===== config.mk =====
export PLATFORM = sky130hd
export DESIGN_NAME = rds_sequencer
export DESIGN_NICKNAME = d
export VERILOG_FILES = /design/src/common/rds_pkg.sv /design/src/hw/rds_ramp.sv /design/src/hw/rds_sequencer.sv
export SDC_FILE = /design/constraint.sdc
export NUM_CORES = 1
export LEC_CHECK = 0
export ABC_AREA = 1
export BUFFER_PORTS_ARGS = -buffer_cell sky130_fd_sc_hd__buf_2
export CAP_MARGIN = 20
export CORE_UTILIZATION = 65
export CTS_CLUSTER_DIAMETER = 50
export DETAILED_ROUTE_END_ITERATION = 16
export PLACE_DENSITY = 0.95
export SETUP_SLACK_MARGIN = 0.2
export SYNTH_ARGS = -nofsm -noshare
export SYNTH_HDL_FRONTEND = slang
export SYNTH_SLANG_ARGS = --single-unit

===== constraint.sdc =====
create_clock -name CLK_SYS_IN -period 9.2 [get_ports CLK_SYS_IN]
set_input_delay 1.84 -clock CLK_SYS_IN [delete_from_list [all_inputs] [get_ports CLK_SYS_IN]]
set_output_delay 1.84 -clock CLK_SYS_IN [all_outputs]
set_load 0.02 [all_outputs]

===== src/common/rds_pkg.sv =====
// Shared constants and types for the run permit and dwell sequencer
package rds_pkg;

    // Frequencies count in 0.01 Hz, times in 0.1 s
    localparam int FREQ_W = 16;
    localparam int TIME_W = 16;
    localparam int FUNC_W = 6;

    // Terminal function code that makes a terminal the run permit
    localparam logic [5:0] FUNC_RUN_PERMIT = 6'h0D;

    // Run permit policy
    localparam logic PERMIT_ALWAYS = 1'h0;
    localparam logic PERMIT_TERMINAL = 1'h1;

    // Stop policy when the permit terminal goes off
    localparam logic [1:0] STOP_COAST = 2'h0;
    localparam logic [1:0] STOP_QUICK = 2'h1;
    localparam logic [1:0] STOP_QUICK_RESUME = 2'h2;

    // Control mode that allows dwell (volts per hertz)
    localparam logic [2:0] CTRL_VF = 3'h0;

    // Values after reset of the dwell settings, and the dwell time ceiling
    localparam logic [15:0] DWELL_FREQ_RST = 16'h01F4;
    localparam logic [15:0] DWELL_TIME_RST = 16'h0000;
    localparam logic [15:0] DWELL_TIME_MAX = 16'h0258;

    // One time tick is a tenth of a second
    localparam int CLK_PERIOD_NS = 50;
    localparam int TICK_NS = 100_000_000;
    localparam int TICK_CYC = (TICK_NS + CLK_PERIOD_NS - 1) / CLK_PERIOD_NS;

    // Synchroniser depth for pin inputs
    localparam int SYNC_DEPTH = 3;

    typedef enum logic [3:0] {
        ST_IDLE = 4'h0,
        ST_ACC_RAMP = 4'h1,
        ST_ACC_DWELL = 4'h2,
        ST_RUN = 4'h3,
        ST_DEC_RAMP = 4'h4,
        ST_DEC_DWELL = 4'h5,
        ST_DEC_STOP = 4'h6,
        ST_QSTOP = 4'h7
    } rds_state_type;

    typedef struct packed {
        logic permit_from_terminal;
        logic [1:0] stop_mode;
        logic [2:0] ctrl_mode;
        logic [15:0] max_freq;
        logic [15:0] acc_time;
        logic [15:0] dec_time;
        logic [15:0] qstop_time;
    } rds_cfg_type;

    typedef struct packed {
        logic [15:0] acc_freq;
        logic [15:0] acc_time;
        logic [15:0] dec_freq;
        logic [15:0] dec_time;
    } rds_dwell_type;

endpackage : rds_pkg


===== src/hw/rds_ramp.sv =====
// Linear frequency ramp toward a target at a slope set by a ramp time
`timescale 1ns/1ns
module rds_ramp #(
    parameter int TICK_CYC = rds_pkg::TICK_CYC
) (
    input wire logic clk_in,
    input wire logic rst_n_in,
    input wire logic clear_in,
    input wire logic [15:0] target_in,
    input wire logic [15:0] up_time_in,
    input wire logic [15:0] down_time_in,
    input wire logic [15:0] max_freq_in,
    output logic [15:0] freq_out,
    output logic at_target_out
);

    logic [15:0] freq;
    logic [15:0] next_freq;
    logic [47:0] acc;
    logic [47:0] next_acc;
    logic [47:0] lim;
    logic [15:0] tm;
    logic up;

    // Slope is max_freq per ramp time; one 0.01 Hz step per cycle at most, but a zero ramp time or max_freq jumps straight to target
    always_comb begin
        up = target_in > freq;
        tm = up ? up_time_in : down_time_in;
        lim = 48'(tm) * 48'(TICK_CYC);
        next_freq = freq;
        next_acc = acc;
        if (clear_in) begin
            next_freq = 16'h0000;
            next_acc = 48'h0;
        end else if (freq == target_in) begin
            next_acc = 48'h0;
        end else if (tm == 16'h0000 || max_freq_in == 16'h0000) begin
            next_freq = target_in;
            next_acc = 48'h0;
        end else if (acc + 48'(max_freq_in) >= lim) begin
            next_acc = acc + 48'(max_freq_in) - lim;
            next_freq = up ? freq + 16'h0001 : freq - 16'h0001;
        end else begin
            next_acc = acc + 48'(max_freq_in);
        end
    end

    always_ff @(posedge clk_in or negedge rst_n_in) begin
        if (!rst_n_in) begin
            freq <= 16'h0000;
            acc <= 48'h0;
        end else begin
            freq <= next_freq;
            acc <= next_acc;
        end
    end

    assign freq_out = freq;
    assign at_target_out = freq == target_in;

endmodule : rds_ramp


===== src/hw/rds_sequencer.sv =====
// Run permit gate with acceleration and deceleration dwell sequencing
`timescale 1ns/1ns
module rds_sequencer #(
    parameter int N_TERM = 8,
    parameter int TICK_CYC = rds_pkg::TICK_CYC
) (
    // Clock and reset
    input wire logic CLK_SYS_IN,
    input wire logic NRST_IN,
    // Pins
    input wire logic RUN_CMD_IN,
    input wire logic BRAKE_CTRL_IN,
    input wire logic [N_TERM-1:0] TERM_IN,
    // Settings
    input wire logic [N_TERM*6-1:0] TERM_FUNC_IN,
    input wire rds_pkg::rds_cfg_type CFG_IN,
    input wire rds_pkg::rds_dwell_type DWELL_IN,
    input wire logic [15:0] FREQ_TARGET_IN,
    // Outputs
    output logic [15:0] FREQ_REF_OUT,
    output logic OUT_BLOCK_OUT,
    output logic PERMIT_OUT,
    output logic [3:0] STATE_OUT
);

    localparam int NP = N_TERM + 2;

    // Reset release through two flops
    logic [1:0] rst_pipe;
    logic rst_n;

    always_ff @(posedge CLK_SYS_IN or negedge NRST_IN) begin
        if (!NRST_IN) begin
            rst_pipe <= 2'h0;
        end else begin
            rst_pipe <= {rst_pipe[0], 1'h1};
        end
    end
    assign rst_n = rst_pipe[1];

    // Pin inputs: a change counts once the second and third flops agree
    logic [NP-1:0] s1, s2, s3, pin;
    logic [NP-1:0] next_pin;

    always_comb begin
        next_pin = pin;
        for (int i = 0; i < NP; i++) begin
            if (s2[i] == s3[i]) begin
                next_pin[i] = s3[i];
            end
        end
    end

    always_ff @(posedge CLK_SYS_IN or negedge rst_n) begin
        if (!rst_n) begin
            s1 <= '0;
            s2 <= '0;
            s3 <= '0;
            pin <= '0;
        end else begin
            s1 <= {BRAKE_CTRL_IN, RUN_CMD_IN, TERM_IN};
            s2 <= s1;
            s3 <= s2;
            pin <= next_pin;
        end
    end

    logic run_cmd, brake;
    assign run_cmd = pin[N_TERM];
    assign brake = pin[N_TERM+1];

    // Dwell phase is real only with nonzero time and frequency
    function automatic logic dwell_on(input logic [15:0] f,
                                      input logic [15:0] t,
                                      input logic [2:0] mode);
        dwell_on = mode == rds_pkg::CTRL_VF
                   && f != 16'h0000 && t != 16'h0000;
    endfunction : dwell_on

    // Dwell time is held to its sixty second ceiling
    function automatic logic [15:0] dwell_clamp(input logic [15:0] t);
        dwell_clamp = t > rds_pkg::DWELL_TIME_MAX ?
                      rds_pkg::DWELL_TIME_MAX : t;
    endfunction : dwell_clamp

    // Permit is the OR of every terminal assigned the permit function
    logic term_permit;
    logic permit_ok;

    always_comb begin
        term_permit = 1'h0;
        for (int i = 0; i < N_TERM; i++) begin
            if (TERM_FUNC_IN[i*6 +: 6] == rds_pkg::FUNC_RUN_PERMIT) begin
                term_permit = term_permit | pin[i];
            end
        end
        permit_ok = CFG_IN.permit_from_terminal == rds_pkg::PERMIT_ALWAYS
                    || term_permit;
    end

    // Sequencer state
    rds_pkg::rds_state_type state, next_state;
    logic need_fresh, next_need_fresh;
    logic [15:0] dwell_cnt, next_dwell_cnt;
    logic [31:0] pre, next_pre;
    logic ramp_clear;
    logic [15:0] ramp_tgt, up_time, down_time;
    logic [15:0] freq;
    logic at_tgt;
    logic run_ok, active, stop_dwell;
    logic [15:0] acc_t, dec_t;

    rds_ramp #(
        .TICK_CYC(TICK_CYC)
    ) u_ramp (
        .clk_in(CLK_SYS_IN),
        .rst_n_in(rst_n),
        .clear_in(ramp_clear),
        .target_in(ramp_tgt),
        .up_time_in(up_time),
        .down_time_in(down_time),
        .max_freq_in(CFG_IN.max_freq),
        .freq_out(freq),
        .at_target_out(at_tgt)
    );

    always_comb begin
        acc_t = dwell_clamp(DWELL_IN.acc_time);
        dec_t = dwell_clamp(DWELL_IN.dec_time);
        run_ok = run_cmd && permit_ok && !need_fresh;
        active = state != rds_pkg::ST_IDLE && state != rds_pkg::ST_QSTOP;
        stop_dwell = dwell_on(DWELL_IN.dec_freq, dec_t, CFG_IN.ctrl_mode)
                     && !brake && freq > DWELL_IN.dec_freq;
        next_state = state;
        next_need_fresh = need_fresh;
        next_dwell_cnt = dwell_cnt;
        next_pre = pre;
        ramp_clear = 1'h0;
        ramp_tgt = FREQ_TARGET_IN;
        up_time = CFG_IN.acc_time;
        down_time = CFG_IN.dec_time;
        if (!run_cmd) begin
            next_need_fresh = 1'h0;
        end
        // Dwell timer counts tenths of a second
        if (next_pre >= 32'(TICK_CYC - 1)) begin
            next_pre = 32'h0;
            if (dwell_cnt != 16'h0000) begin
                next_dwell_cnt = dwell_cnt - 16'h0001;
            end
        end else begin
            next_pre = pre + 32'h1;
        end
        case (state)
            rds_pkg::ST_IDLE: begin
                ramp_tgt = 16'h0000;
                if (run_ok) begin
                    if (dwell_on(DWELL_IN.acc_freq, acc_t,
                                 CFG_IN.ctrl_mode)) begin
                        next_state = rds_pkg::ST_ACC_RAMP;
                    end else begin
                        next_state = rds_pkg::ST_RUN;
                    end
                end
            end
            rds_pkg::ST_ACC_RAMP: begin
                ramp_tgt = DWELL_IN.acc_freq;
                if (at_tgt) begin
                    next_state = rds_pkg::ST_ACC_DWELL;
                    next_dwell_cnt = acc_t;
                    next_pre = 32'h0;
                end
            end
            rds_pkg::ST_ACC_DWELL: begin
                ramp_tgt = DWELL_IN.acc_freq;
                if (dwell_cnt == 16'h0000) begin
                    next_state = rds_pkg::ST_RUN;
                end
            end
            rds_pkg::ST_RUN: begin
                // Reference changes just retarget the ramp, no dwell
                ramp_tgt = FREQ_TARGET_IN;
            end
            rds_pkg::ST_DEC_RAMP: begin
                ramp_tgt = DWELL_IN.dec_freq;
                if (at_tgt) begin
                    next_state = rds_pkg::ST_DEC_DWELL;
                    next_dwell_cnt = dec_t;
                    next_pre = 32'h0;
                end
            end
            rds_pkg::ST_DEC_DWELL: begin
                ramp_tgt = DWELL_IN.dec_freq;
                if (dwell_cnt == 16'h0000) begin
                    next_state = rds_pkg::ST_DEC_STOP;
                end
            end
            rds_pkg::ST_DEC_STOP: begin
                ramp_tgt = 16'h0000;
                if (at_tgt) begin
                    next_state = rds_pkg::ST_IDLE;
                end
            end
            rds_pkg::ST_QSTOP: begin
                ramp_tgt = 16'h0000;
                down_time = CFG_IN.qstop_time;
                // Resume policy leaves need_fresh clear, so IDLE restarts
                if (at_tgt) begin
                    next_state = rds_pkg::ST_IDLE;
                end
            end
            default: begin
                next_state = rds_pkg::ST_IDLE;
                ramp_clear = 1'h1;
            end
        endcase
        // Stop and re-run decisions shared by all running states
        if (active && state != rds_pkg::ST_IDLE && permit_ok) begin
            if (!run_cmd && (state == rds_pkg::ST_RUN
                             || state == rds_pkg::ST_ACC_RAMP
                             || state == rds_pkg::ST_ACC_DWELL)) begin
                next_state = stop_dwell ? rds_pkg::ST_DEC_RAMP
                                        : rds_pkg::ST_DEC_STOP;
            end else if (run_cmd && (state == rds_pkg::ST_DEC_RAMP
                             || state == rds_pkg::ST_DEC_DWELL
                             || state == rds_pkg::ST_DEC_STOP)) begin
                // Re-acceleration never repeats the start dwell
                next_state = rds_pkg::ST_RUN;
            end
        end
        // Permit loss overrides every running state
        if (active && !permit_ok) begin
            if (CFG_IN.stop_mode == rds_pkg::STOP_COAST) begin
                next_state = rds_pkg::ST_IDLE;
                ramp_clear = 1'h1;
            end else begin
                next_state = rds_pkg::ST_QSTOP;
                if (CFG_IN.stop_mode == rds_pkg::STOP_QUICK) begin
                    next_need_fresh = 1'h1;
                end
            end
        end
    end

    // Output block and registered outputs
    logic next_block;

    always_comb begin
        next_block = (state == rds_pkg::ST_IDLE && freq == 16'h0000)
                     || ramp_clear;
    end

    always_ff @(posedge CLK_SYS_IN or negedge rst_n) begin
        if (!rst_n) begin
            state <= rds_pkg::ST_IDLE;
            need_fresh <= 1'h0;
            dwell_cnt <= rds_pkg::DWELL_TIME_RST;
            pre <= 32'h0;
            FREQ_REF_OUT <= 16'h0000;
            OUT_BLOCK_OUT <= 1'h1;
            PERMIT_OUT <= 1'h0;
            STATE_OUT <= 4'h0;
        end else begin
            state <= next_state;
            need_fresh <= next_need_fresh;
            dwell_cnt <= next_dwell_cnt;
            pre <= next_pre;
            FREQ_REF_OUT <= ramp_clear ? 16'h0000 : freq;
            OUT_BLOCK_OUT <= next_block;
            PERMIT_OUT <= permit_ok;
            STATE_OUT <= next_state;
        end
    end

endmodule : rds_sequencer


==> results of run 1 <==
==> routing by layer <==
metal / track usage (%) / GRT overflow
met4: 83.1 / 92
met2: 93.3 / 111
met3: 72.6 / 14
met5: 47.5 / 1
met1: 79.7 / 17
==> metrics by stage <==
step	std cells	setup slack, ns	util, %
after CTS	3312	-0.451	84.6
after detailed placement	3243	-1.08	79.5
after global placement	3243	-0.361	79.5
after floorplan	2495	0.116	-
==> repair_timing <==
action / 4_1_cts
hold buffers: 0
endpoints found under the setup margin: 57
pin swaps: 66
gates cloned: 6
buffers inserted: 31
resized for setup: 93
==> cell families after synthesis <==
family	after synthesis
AO/OA/AOI/OAI	391
buffers and inverters	429
other	2
AND/OR/NAND/NOR	1094
flip-flops	177
XOR/XNOR	119
adder cells (fa/ha/maj)	272
==> flow_summary.yaml, run 1 <==
synthesis:
  synth_edf_count: 0
  synth_cell_type_count: 58
  synth_compound_area_share_pct: 12.0
  synth_top_family_by_area: "simple AND/OR/NAND/NOR gates"
  synth_warnings: 0
  yosysSeqAreaShare_pct: 24.6
  synth.top_cells.by_area: "dfrtp_1 (24%), ha_1 (14%), nand2_1 (10%), inv_1 (8.0%), fa_1 (6.1%)"
  synth_xor_area_share_pct: 5.79
  syn_area_sq_um: 18000
  syn_avg_cell_area_sq_um: 7.25
  yosysTopAreaCell: "dfrtp_1"
  synth.most_common_cell: "nand2_1"
  synth_top_cell_area_share_pct: 24.5
  yosys.area_share.simple_pct: 27.3
  synth_mux_area_share_pct: 0
  synth_fa_ha_area_share_pct: 21.1
  synth_cells: 2484
  async_flop_share_pct: 100
  synth-main-ff-cell: "dfrtp_1"
  synth_seq_cells: 177
  synth_commonest_cells: "nand2_1 (482), inv_1 (383), nor2_1 (256), ha_1 (207), dfrtp_1 (176)"
place:
  gp_congestion: 1.11
  post_dp_cell_area_sq_um: 21500
  placement.io_buffers: 231
  hpwl_mm: 48.7
global_route:
  overflow: 235
  grt_max_degree: 79
  grt_first_pass_wirelength_mm: 175
  grt_pass1_vias: 28000
  grtUsageTotal_pct: 81.5
status:
  status: "stopped before the end"
  lastStage: "global routing"
  tool.error: "[ERROR GRT-0116] Global routing finished with congestion. Check the congestion regions in the DRC Viewer."
clock_tree:
  cts_buffer_depth: 2
  cts_max_level: 4
  cts_buffers: 17
  cts_sinks: 177
  cts_root_buffer: "clkbuf_16"
floorplanning:
  die_w_um: 168
  rows: 60
  die_h_um: 168
  ios: 232
  initial_core_util_pct: 66.6
==> run 2, diff against run 1 <==
CORE_UTILIZATION = 40   (was 65)
CTS_CLUSTER_DIAMETER = default   (was 50)
PLACE_DENSITY = default   (was 0.95)
PLACE_DENSITY_LB_ADDON = 0.15   (was default)
SETUP_SLACK_MARGIN = default   (was 0.2)
==> flow_summary.yaml, run 2 <==
drt:
  drt_wl_total_mm: 56.6
  vias: 18300
  wl_per_cell_um: 15.7
  dr.pass1.iters: 5
  final_antenna_net_count: 0
  drt_iter0_drc: 1170
  vias_per_cell: 5.09
  drcViolationCount: 0
clock_tree:
  cts_buffers: 17
  cts_root_buffer: "clkbuf_16"
  cts_buffer_depth: 2
  ctsHoldBuffers: 0
  clk_pin_slew_worst_paths_ns: 0.08
  cts_sinks: 177
  cts_tree: "built"
  cts_max_level: 4
  clkLatencyLatePin_ns: 0.48
floorplanning:
  ios: 232
  die_h_um: 214
  rows: 77
  die_w_um: 214
  initial_core_util_pct: 40.6
  die_area_sq_um: 45900
  core_sq_um: 44300
cells_and_area:
  largest_reg_flops: 48
  final-seq-area_sq_um: 4430
  largest_registers: "u_ramp.acc x48, pre x32"
  layout_common_cells: "nand2_1 (460), inv_1 (369), nor2_1 (250), buf_4 (249), buf_2 (228)"
  fillers: 4249
  multi_input_area_sq_um: 13000
  regMostFlops: "u_ramp.acc"
  drive_above_1_share_pct: 25.9
  layout_commonest_cell: "nand2_1"
  post-route-util_pct: 53.6
  synthToLayoutAreaGrowth_pct: 31.9
  nets: 3464
synthesis:
  synth_cell_type_count: 58
  synth_commonest_cells: "nand2_1 (482), inv_1 (383), nor2_1 (256), ha_1 (207), dfrtp_1 (176)"
  async_flop_share_pct: 100
  yosysTopAreaCell: "dfrtp_1"
  synth-main-ff-cell: "dfrtp_1"
  synth_top_cell_area_share_pct: 24.5
  synth_edf_count: 0
  syn_avg_cell_area_sq_um: 7.25
  syn_area_sq_um: 18000
  yosysSeqAreaShare_pct: 24.6
  synth_cells: 2484
  synth.top_cells.by_area: "dfrtp_1 (24%), ha_1 (14%), nand2_1 (10%), inv_1 (8.0%), fa_1 (6.1%)"
  synth.most_common_cell: "nand2_1"
  synth_seq_cells: 177
  synth_warnings: 0
global_route:
  grt_max_degree: 71
  overflow: 0
  grt_pass1_vias: 18500
  grt_first_pass_wirelength_mm: 93.2
  grtUsageTotal_pct: 25.1
  antenna_found_initial: 3
setup_path:
  worst_path_most_repeated_cell: "fa_1"
  cp-end-kind: "flop"
  start_kind: "input port"
  crit_slowest_cell: "fa_1"
  cp.required_ns: 9.60
  max_stage_delay_ns: 0.55
  worst-path-max-fanout: 8
  cp_data_arrival_time_ns: 9.97
  path_class: "input port to flop"
status:
  violations: "negative setup slack"
  status: "finished with violations"
sta:
  setup_tns_ns: -16.10
  fmax_ghz: 0.104
  final_max_slew_viol_count: 0
  worst_pin_slew_ns: 0.943
  setup_viol: 57
  layout_setup_ws_ns: -0.376
  fin_skew_ns: 0.0202
  slew_headroom_pct: 36.7
  finalCriticalPeriod_ns: 9.58
  hold_viol: 0
  fin_crit_sh_pct: 104
  grt_setup_unrepaired: "true"
place:
  placement.io_buffers: 231
  gp_congestion: 0.931
  hpwl_mm: 45.9
worst_hold_path:
  hold_path.class: "flop to flop"
flow_run:
  maxCapViolCount: 0
run 2: cell counts after synthesis:
Identical to the previous run, type by type.
run 2: worst paths after layout:
path	start	endpoint	slack (ns)	cells after the start
max reg2reg	state[1]$_DFF_PN0_	u_ramp.acc[11]$_DFF_PN0_	-0.09	50
min reg2reg	s1[5]$_DFF_PN0_	s2[5]$_DFF_PN0_	0.35	0
min in group asynchronous	rst_pipe[1]$_DFF_PN0_	FREQ_REF_OUT[4]$_DFF_PN0_	0.37	0
max	DWELL_IN[30]	u_ramp.acc[11]$_DFF_PN0_	-0.38	48
min	s1[5]$_DFF_PN0_	s2[5]$_DFF_PN0_	0.35	0
max in group asynchronous	rst_pipe[1]$_DFF_PN0_	FREQ_REF_OUT[3]$_DFF_PN0_	6.66	2
run 2: metrics by stage:
stage	setup WS (ns)	hold slack, ns	instance area, sq um	std cells
after floorplan	0.00258	0.331	18300	2495
after global placement	-1.26	0.335	21800	3522
after detailed placement	-1.32	0.336	21800	3522
after CTS	-0.203	0.355	23400	3585
after global routing	-0.763	0.362	23700	3600
final	-0.376	0.355	23700	3600
run 2: critical path, delay by kind of cell:
kind            cells  cell delay, ns
buf+inv            10            1.06
xor+xnor            1            0.09
fa+ha+maj           9            3.50
compound gates      5            0.75
simple gates       23            2.70
run 2: kinds of logic after synthesis:
family	Yosys count	synth area share, %
simple gates	1094	27.3
other cells	2	0.0417
flops	177	24.6
compound gates	391	12.0
xor+xnor	119	5.79
fa+ha+maj	272	21.1
buf+inv	429	9.19
run 2: what timing repair did:
action	4_1_cts	5_1_grt
gates resized for setup	143	63
gates cloned	10	1
setup buffers	22	12
pin swaps	53	54
hold endpoints to repair	0	0
setup endpoints to repair	57	57
run 2: final cells by class:
| type | count | share of cell area, % |
|---|---|---|
| clock inverters | 15 | 0.696 |
| well taps | 592 | 3.12 |
| diodes | 3 | 0.0316 |
| inverters | 400 | 6.33 |
| repair buffers | 505 | 14.8 |
| multi-input cells | 1891 | 54.6 |
| flip-flops and latches | 177 | 18.7 |
| clock buffers | 17 | 1.79 |
run 2: per-layer routing:
| metal | track usage [%] | vias up | part of all wire [%] |
|---|---|---|---|
| met5 | 0 | - | 0 |
| met4 | 8.02 | 0 | 2.5 |
| met3 | 2.75 | 76 | 3.7 |
| met2 | 41.7 | 442 | 47 |
| met1 | 34.0 | 8626 | 47 |
| li1 | - | 9197 | - |
Power of run 2 is left out: the tool's default activity adds up to more than one toggle a clock period on the data nets, which glitch-free logic cannot reach.
